### config.mk
export PLATFORM = sky130hd
export DESIGN_NAME = timer_buzzer_pwm_output
export DESIGN_NICKNAME = d
export VERILOG_FILES = /design/src/timer_pwm_pkg.sv /design/src/timer_buzzer_pwm_output.sv
export VERILOG_INCLUDE_DIRS = /design/src /design/src/src
export SDC_FILE = /design/constraint.sdc
export NUM_CORES = 1
export LEC_CHECK = 0
export ABC_AREA = 1
export BUFFER_PORTS_ARGS = -buffer_cell sky130_fd_sc_hd__buf_2
export CAP_MARGIN = 20
export CORE_UTILIZATION = 35
export DETAILED_ROUTE_END_ITERATION = 10
export HOLD_SLACK_MARGIN = 0.06
export PLACE_DENSITY_LB_ADDON = 0.3
export SYNTH_ARGS = -nofsm -noshare
export SYNTH_HDL_FRONTEND = slang
export SYNTH_SLANG_ARGS = --single-unit
### constraint.sdc
create_clock -name clock -period 2.3 [get_ports clock]
set_input_delay 0.115 -clock clock [delete_from_list [all_inputs] [get_ports clock]]
set_output_delay 0.115 -clock clock [all_outputs]
set_load 0.02 [all_outputs]
### src/timer_pwm_regs.svh
`ifndef TIMER_PWM_REGS_SVH
`define TIMER_PWM_REGS_SVH
// ----------------------------------------
// Register byte offsets
// ----------------------------------------
`define TMR_OFS_MODE 5'h00
`define TMR_OFS_COUNT 5'h04
`define TMR_OFS_RELOAD 5'h08
`define TMR_OFS_STATUS 5'h0c
`define TMR_OFS_MASK 5'h10
// ----------------------------------------
// Mode register fields and status overflow bit
// ----------------------------------------
`define TMR_MODE_PWM 0
`define TMR_MODE_TOGGLE 1
`define TMR_MODE_ALOAD 2
`define TMR_MODE_CKS 3
`define TMR_MODE_RATE_LO 4
`define TMR_MODE_RATE_HI 6
`define TMR_MODE_RUN 7
`define TMR_IRQ_OVF 0
// ----------------------------------------
// Reset values and modulus masks
// ----------------------------------------
`define TMR_MODE_RST 8'h00
`define TMR_COUNT_RST 8'h00
`define TMR_RELOAD_RST 8'h00
`define TMR_STATUS_RST 8'h00
`define TMR_MASK_RST 8'h00
`define TMR_MOD_256 8'hff
`define TMR_MOD_64 8'h3f
`define TMR_MOD_32 8'h1f
`define TMR_MOD_16 8'h0f
`endif

### src/timer_pwm_pkg.sv
`default_nettype none
package timer_pwm_pkg;
    typedef logic [7:0] byte_t;
    typedef logic [2:0] rate_t;
    typedef enum logic [1:0] {FUNC_GPIO, FUNC_BUZZER, FUNC_PWM} pin_func_t;
endpackage
`default_nettype wire

### src/timer_buzzer_pwm_output.sv
// How it works
// - Buzzer square wave runs at half the overflow rate.
// - Buzzer enable drives the timer signal onto the pin, replacing GPIO.
// - Prescale select sits in mode bits 4..6, ignored with event clock.
// - PWM modulus from reload-select and toggle bits: 256, 64, 32, 16.
// - PWM output high while count below reference, low otherwise.
// - PWM output set high when the counter wraps at overflow, if the new reference is nonzero.
// - Duty equals active reference over selected modulus.
// - Zero reference keeps PWM output low.
// - Reference writes buffered while running, moved to active value at overflow; written straight to active while stopped.
// - Reload/reference register is write-only; whole-value writes only.
// - Overflow raises the interrupt flag in PWM mode too.
// - PWM enable drives the PWM waveform onto the pin, replacing GPIO.
// - PWM mode always reloads reference at overflow; reload-select and toggle bits pick modulus.
// - Toggle and reload bits act as such only while PWM is off.
// - Run enable is mode bit 7; clearing stops counting and outputs.
`include "timer_pwm_regs.svh"
`default_nettype none
module timer_buzzer_pwm_output
(
    // Clock and reset
    input wire logic clock,
    input wire logic arst_n,
    // Avalon-MM slave
    input wire logic [4:0] address,
    input wire logic read,
    input wire logic write,
    input wire logic [31:0] writedata,
    input wire logic [3:0] byteenable,
    output logic [31:0] readdata,
    output logic waitrequest,
    // Interrupt
    output logic irq,
    // External event clock pin
    input wire logic eventClockPin,
    // Shared output pin
    input wire logic pinIn,
    output logic pinOut,
    output logic pinOe,
    // GPIO side of the shared pin
    input wire logic gpioOut,
    input wire logic gpioOe,
    output logic gpioIn
);
    import timer_pwm_pkg::*;

    // ----------------------------------------
    // Helpers
    // ----------------------------------------
    function automatic byte_t modMask(input logic pwm, input logic aload, input logic tog);
        byte_t m;
        m = `TMR_MOD_256;
        if (pwm)
        begin
            case ({aload, tog})
                2'b00: m = `TMR_MOD_256;
                2'b01: m = `TMR_MOD_64;
                2'b10: m = `TMR_MOD_32;
                default: m = `TMR_MOD_16;
            endcase
        end
        return m;
    endfunction

    function automatic logic rateTick(input byte_t presc, input rate_t rate);
        byte_t m;
        m = 8'hff >> rate;
        return (presc & m) == m;
    endfunction

    // ----------------------------------------
    // State
    // ----------------------------------------
    byte_t mode_r;
    byte_t count_r;
    byte_t holding_r;
    byte_t active_r;
    byte_t status_r;
    byte_t mask_r;
    byte_t presc_r;
    logic toggle_r;
    logic pwm_r;
    logic [31:0] readdata_r;
    logic waitrequest_r;
    logic irq_r;
    logic pinOut_r;
    logic pinOe_r;
    logic [1:0] syncA_r;
    logic [1:0] syncB_r;
    logic [1:0] syncC_r;
    logic [1:0] level_r;
    logic evtPrev_r;

    // ----------------------------------------
    // Decoded controls
    // ----------------------------------------
    logic runEn;
    logic pwmEn;
    logic togEn;
    logic aloadEn;
    logic extClk;
    rate_t rateSel;
    byte_t modM;
    logic access;
    logic wrLow;
    logic modeWr;
    logic cntWr;
    logic reloadWr;
    logic statusWr;
    logic maskWr;
    byte_t wByte;
    logic evtEdge;
    logic tick;
    logic ovf;
    byte_t countNxt;
    byte_t activeNxt;
    byte_t statusNxt;
    pin_func_t funcSel;

    assign runEn = mode_r[`TMR_MODE_RUN];
    assign pwmEn = mode_r[`TMR_MODE_PWM];
    assign togEn = mode_r[`TMR_MODE_TOGGLE];
    assign aloadEn = mode_r[`TMR_MODE_ALOAD];
    assign extClk = mode_r[`TMR_MODE_CKS];
    assign rateSel = mode_r[`TMR_MODE_RATE_HI:`TMR_MODE_RATE_LO];
    assign modM = modMask(pwmEn, aloadEn, togEn);
    assign access = (read || write) && waitrequest_r;
    // Write lands at the edge where the master sees waitrequest low
    assign wrLow = write && !waitrequest_r && byteenable[0];
    assign wByte = writedata[7:0];
    assign modeWr = wrLow && (address == `TMR_OFS_MODE);
    assign cntWr = wrLow && (address == `TMR_OFS_COUNT);
    assign reloadWr = wrLow && (address == `TMR_OFS_RELOAD);
    assign statusWr = wrLow && (address == `TMR_OFS_STATUS);
    assign maskWr = wrLow && (address == `TMR_OFS_MASK);

    // ----------------------------------------
    // Pin input synchronisers
    // ----------------------------------------
    genvar gi;
    generate
        for (gi = 0; gi < 2; gi++)
        begin : g_sync
            always_ff @(posedge clock or negedge arst_n)
            begin
                if (!arst_n)
                begin
                    syncA_r[gi] <= 1'b0;
                    syncB_r[gi] <= 1'b0;
                    syncC_r[gi] <= 1'b0;
                    level_r[gi] <= 1'b0;
                end
                else
                begin
                    syncA_r[gi] <= (gi == 0) ? eventClockPin : pinIn;
                    syncB_r[gi] <= syncA_r[gi];
                    syncC_r[gi] <= syncB_r[gi];
                    if (syncB_r[gi] == syncC_r[gi])
                        level_r[gi] <= syncC_r[gi];
                end
            end
        end
    endgenerate

    always_ff @(posedge clock or negedge arst_n)
    begin
        if (!arst_n)
            evtPrev_r <= 1'b0;
        else
            evtPrev_r <= level_r[0];
    end

    assign evtEdge = level_r[0] && !evtPrev_r;

    // ----------------------------------------
    // Prescaler and count tick
    // ----------------------------------------
    always_ff @(posedge clock or negedge arst_n)
    begin
        if (!arst_n)
            presc_r <= 8'h00;
        else
            presc_r <= presc_r + 8'h01;
    end

    assign tick = extClk ? evtEdge : rateTick(presc_r, rateSel);
    assign ovf = runEn && tick && ((count_r & modM) == modM);

    // ----------------------------------------
    // Counter, reload and reference
    // ----------------------------------------
    always_comb
    begin
        countNxt = count_r;
        if (cntWr)
            countNxt = wByte;
        else if (ovf)
        begin
            if (!pwmEn && aloadEn)
                countNxt = holding_r;
            else
                countNxt = 8'h00;
        end
        else if (runEn && tick)
            countNxt = (count_r + 8'h01) & modM;
    end

    always_comb
    begin
        activeNxt = active_r;
        if (ovf)
            activeNxt = holding_r;
        else if (reloadWr && !runEn)
            activeNxt = wByte;
    end

    always_ff @(posedge clock or negedge arst_n)
    begin
        if (!arst_n)
        begin
            count_r <= `TMR_COUNT_RST;
            holding_r <= `TMR_RELOAD_RST;
            active_r <= `TMR_RELOAD_RST;
        end
        else
        begin
            count_r <= countNxt;
            active_r <= activeNxt;
            if (reloadWr)
                holding_r <= wByte;
        end
    end

    // ----------------------------------------
    // Waveforms
    // ----------------------------------------
    always_ff @(posedge clock or negedge arst_n)
    begin
        if (!arst_n)
            pwm_r <= 1'b0;
        else
            pwm_r <= runEn && pwmEn && ((countNxt & modM) < (activeNxt & modM));
    end

    always_ff @(posedge clock or negedge arst_n)
    begin
        if (!arst_n)
            toggle_r <= 1'b0;
        else if (!runEn)
            toggle_r <= 1'b0;
        else if (ovf)
            toggle_r <= ~toggle_r;
    end

    // ----------------------------------------
    // Shared pin
    // ----------------------------------------
    always_comb
    begin
        if (pwmEn)
            funcSel = FUNC_PWM;
        else if (togEn)
            funcSel = FUNC_BUZZER;
        else
            funcSel = FUNC_GPIO;
    end

    always_ff @(posedge clock or negedge arst_n)
    begin
        if (!arst_n)
        begin
            pinOut_r <= 1'b0;
            pinOe_r <= 1'b0;
        end
        else
        begin
            case (funcSel)
                FUNC_PWM:
                begin
                    pinOut_r <= pwm_r;
                    pinOe_r <= 1'b1;
                end
                FUNC_BUZZER:
                begin
                    pinOut_r <= toggle_r;
                    pinOe_r <= 1'b1;
                end
                default:
                begin
                    pinOut_r <= gpioOut;
                    pinOe_r <= gpioOe;
                end
            endcase
        end
    end

    // ----------------------------------------
    // Mode, status and mask registers
    // ----------------------------------------
    always_ff @(posedge clock or negedge arst_n)
    begin
        if (!arst_n)
            mode_r <= `TMR_MODE_RST;
        else if (modeWr)
            mode_r <= wByte;
    end

    always_comb
    begin
        statusNxt = status_r;
        if (statusWr)
            statusNxt = status_r & ~wByte;
        if (ovf)
            statusNxt[`TMR_IRQ_OVF] = 1'b1;
    end

    always_ff @(posedge clock or negedge arst_n)
    begin
        if (!arst_n)
        begin
            status_r <= `TMR_STATUS_RST;
            mask_r <= `TMR_MASK_RST;
            irq_r <= 1'b0;
        end
        else
        begin
            status_r <= statusNxt;
            if (maskWr)
                mask_r <= wByte & 8'h01;
            irq_r <= |(statusNxt & (maskWr ? (wByte & 8'h01) : mask_r));
        end
    end

    // ----------------------------------------
    // Bus answer
    // ----------------------------------------
    always_ff @(posedge clock or negedge arst_n)
    begin
        if (!arst_n)
        begin
            waitrequest_r <= 1'b1;
            readdata_r <= 32'h0000_0000;
        end
        else
        begin
            waitrequest_r <= !access;
            if (read && waitrequest_r)
            begin
                if (address == `TMR_OFS_MODE)
                    readdata_r <= {24'h00_0000, mode_r};
                else if (address == `TMR_OFS_COUNT)
                    readdata_r <= {24'h00_0000, count_r};
                else if (address == `TMR_OFS_STATUS)
                    readdata_r <= {24'h00_0000, status_r};
                else if (address == `TMR_OFS_MASK)
                    readdata_r <= {24'h00_0000, mask_r};
                else
                    readdata_r <= 32'h0000_0000;
            end
        end
    end

    assign readdata = readdata_r;
    assign waitrequest = waitrequest_r;
    assign irq = irq_r;
    assign pinOut = pinOut_r;
    assign pinOe = pinOe_r;
    assign gpioIn = level_r[1];
endmodule // timer_buzzer_pwm_output
`default_nettype wire

# Word-level counts from Yosys, hierarchy flattened

Cells that the tools add are included.

Register bits after elaboration: 103
Latch bits: 0
Bits in writable memories: 0
Memory bits (read-only): 0
Input bits: 49
Output and inout port bits: 37
Word-level logic and storage cells: 97
Memories kept: 0

Add/sub/neg operators: 2
Multipliers: 0
Div/mod/pow operators: 0
$lt $le $gt $ge: 1
Eq/ne operators: 13
Shift-type cells: 1
Muxes and demuxes: 22
Bitwise operators: 9
Reduce and logical (&&, ||, !) cells: 26

Operator list:

| kind                | number |
|---|---|
| $mux 8              | 13 |
| $and 8x8->8         | 7 |
| $pmux 8 s3          | 1 |
| $add 8x1->8 const B | 2 |
| $eq 8x8->1          | 2 |
| $logic_and 1x1->1   | 16 |
| $eq 5x4->1 const B  | 2 |
| $lt 8x8->1          | 1 |
| $not 8->8           | 1 |
| $reduce_or 8->1     | 1 |
| $shr 8x3->8 const A | 1 |
| $mux 1              | 6 |
| $eq 5x3->1 const B  | 1 |
| $eq 5x5->1 const B  | 1 |
| $logic_not 1->1     | 5 |
| $logic_not 5->1     | 1 |
| $eq 2x1->1 const B  | 2 |
| $eq 2x2->1 const B  | 2 |
| $eq 1x1->1          | 2 |
| $logic_not 2->1     | 1 |
| $mux 2              | 1 |
| $ne 2x1->1 const B  | 1 |
| $pmux 1 s2          | 1 |
| $reduce_or 2->1     | 1 |
| other kinds (2)     | 2 |

# Longest topological paths before layout

Depth in word-level cells: 11
Mapped depth: 17
Mapped depth without buffers: 17

# Worst setup path after synthesis

OpenSTA, ideal clock, no wires.

Path type: register to register
Start point: register mode_r[3]
End point: register pwm_r
Setup time: 0.125 ns
Arrival time: 2.188 ns
Required time: 2.175 ns
Path slack: -0.013 ns
Stages on the path, launching flop included: 15
Buffers on the path: 0
Period minus slack after synthesis: 2.313 ns
Path through: dfrtp_1 > inv_2 > a21oi_1 > nor2_1 > inv_1 > a21oi_4 > nand3_2 > inv_1 > or2_1 > a22oi_1 > and2_1 > ha_1 > nand2_1 > o211ai_1 > a21oi_2

Cells in the longest elaborated chain, start to end: 8
Elaborated cells between the ends (all ways): 11
Classes of those cells: order compare: 1; mux: 5; bitwise: 2; reduce/logical: 3

Ends and longest elaborated chain:

| element                                            | RTL line                                                       | RTL |
|---|---|---|
| start, declared                                    | timer_buzzer_pwm_output.sv:74                                  | `byte_t mode_r;` |
| start signal, assigned                             | timer_buzzer_pwm_output.sv:303                                 | `` mode_r <= `TMR_MODE_RST; `` |
| start signal, assigned                             | timer_buzzer_pwm_output.sv:305                                 | `mode_r <= wByte;` |
| $mux 1 *                                           | timer_buzzer_pwm_output.sv:186                                 | `assign tick = extClk ? evtEdge : rateTick(presc_r, rateSel);` |
| $logic_and 1x1->1 *                                | timer_buzzer_pwm_output.sv:187, timer_buzzer_pwm_output.sv:204 |  |
| $mux 8 / $logic_and 1x1->1 (equally long branches) | timer_buzzer_pwm_output.sv:204, timer_buzzer_pwm_output.sv:187 |  |
| $mux 8 *                                           | timer_buzzer_pwm_output.sv:197                                 | `else if (ovf)` |
| $mux 8 *                                           | timer_buzzer_pwm_output.sv:195                                 | `if (cntWr)` |
| via countNxt[7]                                    | timer_buzzer_pwm_output.sv:115                                 | `byte_t countNxt;` |
| $and 8x8->8 *                                      | timer_buzzer_pwm_output.sv:242                                 | `pwm_r <= runEn && pwmEn && ((countNxt & modM) < (activeNxt & modM));` |
| $lt 8x8->1 *                                       | timer_buzzer_pwm_output.sv:242                                 |  |
| $logic_and 1x1->1 *                                | timer_buzzer_pwm_output.sv:242                                 |  |
| end signal, assigned                               | timer_buzzer_pwm_output.sv:242                                 |  |
| end, declared                                      | timer_buzzer_pwm_output.sv:82                                  | `logic pwm_r;` |

The timed path passes the listed nets; every way through them passes the cells marked *.
A chain may end at the register's enable or synchronous reset.

# Worst setup path in the final report

Start point: register mode_r[5]
End point: register pwm_r

Elaborated cells between the ends (all ways): 14
Classes of those cells: order compare: 1; eq/ne: 1; shift: 1; mux: 5; bitwise: 3; reduce/logical: 3

RTL lines:

| element                          | RTL line                       | RTL |
|---|---|---|
| $shr 8x3->8 *                    | timer_buzzer_pwm_output.sv:67  | `m = 8'hff >> rate;` |
| $and 8x8->8                      | timer_buzzer_pwm_output.sv:68  | `return (presc & m) == m;` |
| $eq 8x8->1 *                     | timer_buzzer_pwm_output.sv:68  |  |
| $mux 1 *                         | timer_buzzer_pwm_output.sv:186 |  |
| $logic_and 1x1->1 * (2 in a row) | timer_buzzer_pwm_output.sv:187 | `assign ovf = runEn && tick && ((count_r & modM) == modM);` |
| $mux 8 *                         | timer_buzzer_pwm_output.sv:211 | `if (ovf)` |
| via activeNxt[7]                 | timer_buzzer_pwm_output.sv:116 | `byte_t activeNxt;` |
| $and 8x8->8 *                    | timer_buzzer_pwm_output.sv:242 |  |
| $lt 8x8->1 *                     | timer_buzzer_pwm_output.sv:242 |  |
| $logic_and 1x1->1 *              | timer_buzzer_pwm_output.sv:242 |  |

Marked as above.

==> qor.yml <==
sta:
  hold_viol: 0
  max_freq_ghz: 0.413
  holdWs_ps: 115
  setup_viol_count_final: 1
  period_needed_ps: 2420
  drv_slew: 0
  tightest_slew_ps: 614
  fin_crit_sh_pct: 105
  rsz0062_at_grt: "true"
  setup_ws_ps: -119
  skew_ps: 8.55
  slew-limit-headroom_pct: 58.9
job:
  drv_cap: 0
routing:
  drtIter0Drc: 123
  first_pass_iters: 4
  wl_um: 10400
  wl_per_cell_um: 14.2
  vias_per_cell: 4.73
  vias: 3450
  drcViolationCount: 0
  postRouteAntennaNets: 0
clock_tree:
  worstSkewPairLatency_ps: 340
  clk_pin_slew_worst_paths_ps: 60
  cts_tree: "done"
  cts_root_buf: "clkbuf_16"
  cts_buffer_depth: 2
  cts_sinks: 79
  cts_made_buffers: 9
  htree_levels: 3
yosys:
  synthCells: 471
  synthAdderAreaFrac_pct: 3.29
  yosysSeqAreaShare_pct: 49.1
  synth.ff_latch_count: 79
  ys_warn_count: 0
  synth.avg_cell_area_um2: 8.55
  synth_xor_area_share_pct: 1.96
  synthMuxAreaShare_pct: 0
  async_flop_share_pct: 100
  synth-simple-area-share_pct: 17.7
  syn_area_um2: 4030
  synth_edf_count: 0
  synth_compound_area_share_pct: 15.2
  synthFlopType: "dfrtp_1"
  synth_top_family_by_area: "simple AND/OR/NAND/NOR gates"
  synthDistinctLibCells: 45
final_layout:
  fin_nets: 643
  drive_gt1_share_pct: 24.2
  final_util_pct: 47.5
  antenna_cells: 0
  area_growth_pct: 30.1
  n_fill_cell: 1096
  instances_no_fill: 730
  final_area_um2: 5240
die:
  dieArea_um2: 11900
  coreArea_um2: 11000
  num_rows: 38
  die_w_um: 109
  io_pins: 86
  initial_core_util_pct: 36.5
  dieHeight_um: 109
worst_setup_path:
  critical_path_class: "flip-flop to flip-flop"
  reg2reg_depth: 17
  crit_path_start_kind: "flip-flop"
  worst-path-buf-inv: 3
  crit_top_cell: "nand2_1"
  cp_top_family: "simple AND/OR/NAND/NOR gates"
  cp_slowest_cell: "dfrtp_2"
  cp.depth: 17
  path_cells: "buf_4, nor2_1, nor2_1, nand3_1, nand2_1, nand2_2, a21oi_4, buf_6, nand3_4, nand2_1, o21ai_0, inv_1, nand2_2, ha_4, nand2_1, o211ai_1, a21oi_2"
  path_max_fanout: 8
  critPathRequiredTime_ps: 2530
  crit_path_end_kind: "flip-flop"
  arrival_ps: 2650
  max_stage_delay_ps: 390
placed_design:
  dpl.hpwl_um: 7800
  port_buffers: 34
  dpl_cell_area_um2: 4700
  finalWeightedCongestion: 0.939
  placedCellCount: 695
  dp_slack_ps: -208
min_path:
  hold_class: "input port to flip-flop"
  holdPathStages: 2
global_routing:
  grt_antenna_before_repair: 0
  groute.usage.overall_pct: 19.3
  grt_overflow: 0
  grt_first_pass_wirelength_um: 17200
  grt_pass1_vias: 3520
  grt_max_degree: 47
pwr:
  power.leakage_nw: 2.72
  cellPowerDensity_nw_per_um2: 736
  ir_drop_v: 0.000449
outcome:
  outcome: "finished with violations"
  violations: "negative setup slack"
-- flip-flops by register name, indices dropped and copies added, names as in the netlist --
register,count
waitrequest,1
syncA_r,2
count_r,8
evtPrev_r,1
active_r,8
status_r,8
pwm_r,1
mask_r,8
presc_r,8
pinOut,1
mode_r,8
irq,1
syncC_r,2
readdata,8
pinOe,1
gpioIn,1
syncB_r,2
toggle_r,1
level_r,1
holding_r,8
-- cell families (layout without fill, tap and decap cells) --
logic type      after synthesis  in the layout
buf+inv                     111            207
xor+xnor                      9              9
flops                        79             79
other cells                   1             24
compound gates              102            102
simple gates                158            158
fa+ha+maj                    11             11
-- final timing paths --
path	endpoint	slack (ps)	start
setup / recovery	pwm_r$_DFF_PN0_	-120	mode_r[5]$_DFFE_PN0P_
hold / removal	status_r[4]$_DFF_PN0_	120	writedata[4]
setup reg to reg	pwm_r$_DFF_PN0_	-120	mode_r[5]$_DFFE_PN0P_
hold reg to reg	syncB_r[1]$_DFF_PN0_	360	syncA_r[1]$_DFF_PN0_
max in group asynchronous	waitrequest$_DFF_PN1_	1370	arst_n
min in group asynchronous	holding_r[6]$_DFFE_PN0N_	270	arst_n
-- worst register-to-register path: stages, from the launching register on --
cell and delay, ps:
dfrtp_2 390, buf_4 120, nor2_1 30, nor2_1 80, nand3_1 70, nand2_1 80, nand2_2 90, a21oi_4 270
buf_6 160, nand3_4 110, nand2_1 80, o21ai_0 70, inv_1 90, nand2_2 70, ha_4 260, nand2_1 60
o211ai_1 210, a21oi_2 50
-- layer usage --
layer | up-vias | GRT usage [%] | wire length, um
met5 | - | 0 | 0
met4 | 0 | 6.76 | 209
met1 | 1635 | 25.0 | 4820
met2 | 82 | 31.7 | 4940
li1 | 1718 | - | -
met3 | 15 | 4.12 | 415
-- placed cells by master, fill, tap and decap left out, types with 2 or more instances in the layout --
cell type	n
o211ai_1	4
o21a_1	2
xnor2_1	2
conb_1	24
o22ai_1	6
a21oi_1	15
dlygate4sd3_1	14
nor3_2	2
nor3_1	4
buf_6	2
xor2_1	7
clkbuf_16	9
nand4_1	4
buf_2	33
o21ai_1	10
a221oi_1	8
inv_2	3
nor2_1	24
a21oi_2	4
nand2_2	2
inv_1	78
a21boi_0	2
clkinv_4	3
a31oi_1	5
nand3_1	18
maj3_1	2
buf_4	60
dfrtp_1	77
nand3_2	3
ha_1	8
a22oi_1	3
clkinvlp_4	2
o21ai_0	38
nand2_1	86
nor2_2	4
-- Yosys cell counts, types with 2 or more instances --
master | n | area share, %
nand2_1 | 89 | 8.3
inv_1 | 79 | 7.4
dfrtp_1 | 78 | 48
o21ai_0 | 47 | 5.8
nor2_1 | 28 | 2.6
buf_4 | 24 | 4.5
nand3_1 | 20 | 2.5
a21oi_1 | 18 | 2.2
ha_1 | 9 | 2.8
a221oi_1 | 8 | 1.7
xor2_1 | 7 | 1.5
o22ai_1 | 6 | 0.93
a31oi_1 | 5 | 0.78
nor3_1 | 5 | 0.62
nand4_1 | 4 | 0.62
o211ai_1 | 4 | 0.75
a22oi_1 | 3 | 0.56
clkbuf_1 | 3 | 0.28
a21boi_0 | 2 | 0.37
and2_1 | 2 | 0.31
inv_2 | 2 | 0.19
maj3_1 | 2 | 0.50
o21a_1 | 2 | 0.37
o21ai_1 | 2 | 0.25
xnor2_1 | 2 | 0.44
-- final cells by class --
cell class                 instances  area (um^2)  share of cell area, %
multi-input combinational        304         1700                   32.4
clock inverter                     6         46.3                  0.883
inverter                          81          304                   5.80
tap                              140          175                   3.34
sequential                        79         1980                   37.8
timing repair buffer             110          798                   15.2
clock buffer                      10          239                   4.56
-- stage by stage --
| stage | setup TNS [ps] | power (mW) |
|---|---|---|
| final | -119 | 3.86 |
| after global routing | -333 | 4.08 |
| after CTS | -157 | 3.85 |
| after detailed placement | -208 | 2.47 |
| after global placement | -110 | 2.46 |
| after floorplan | 0 | 2.15 |
-- report_power, final --
| group | switching (mW) | internal [mW] |
|---|---|---|
| combinational | 0.534 | 0.370 |
| sequential | 0.0858 | 1.52 |
| clock | 0.578 | 0.763 |
| total | 1.20 | 2.66 |
-- what timing repair did --
action,4_1_cts,5_1_grt
resized for setup,16,14
setup buffers,1,4
pin swaps,2,8
setup endpoints to repair,1,1
hold endpoints to repair,45,0
hold buffers,14,0
(Power assumes the default switching activity.)
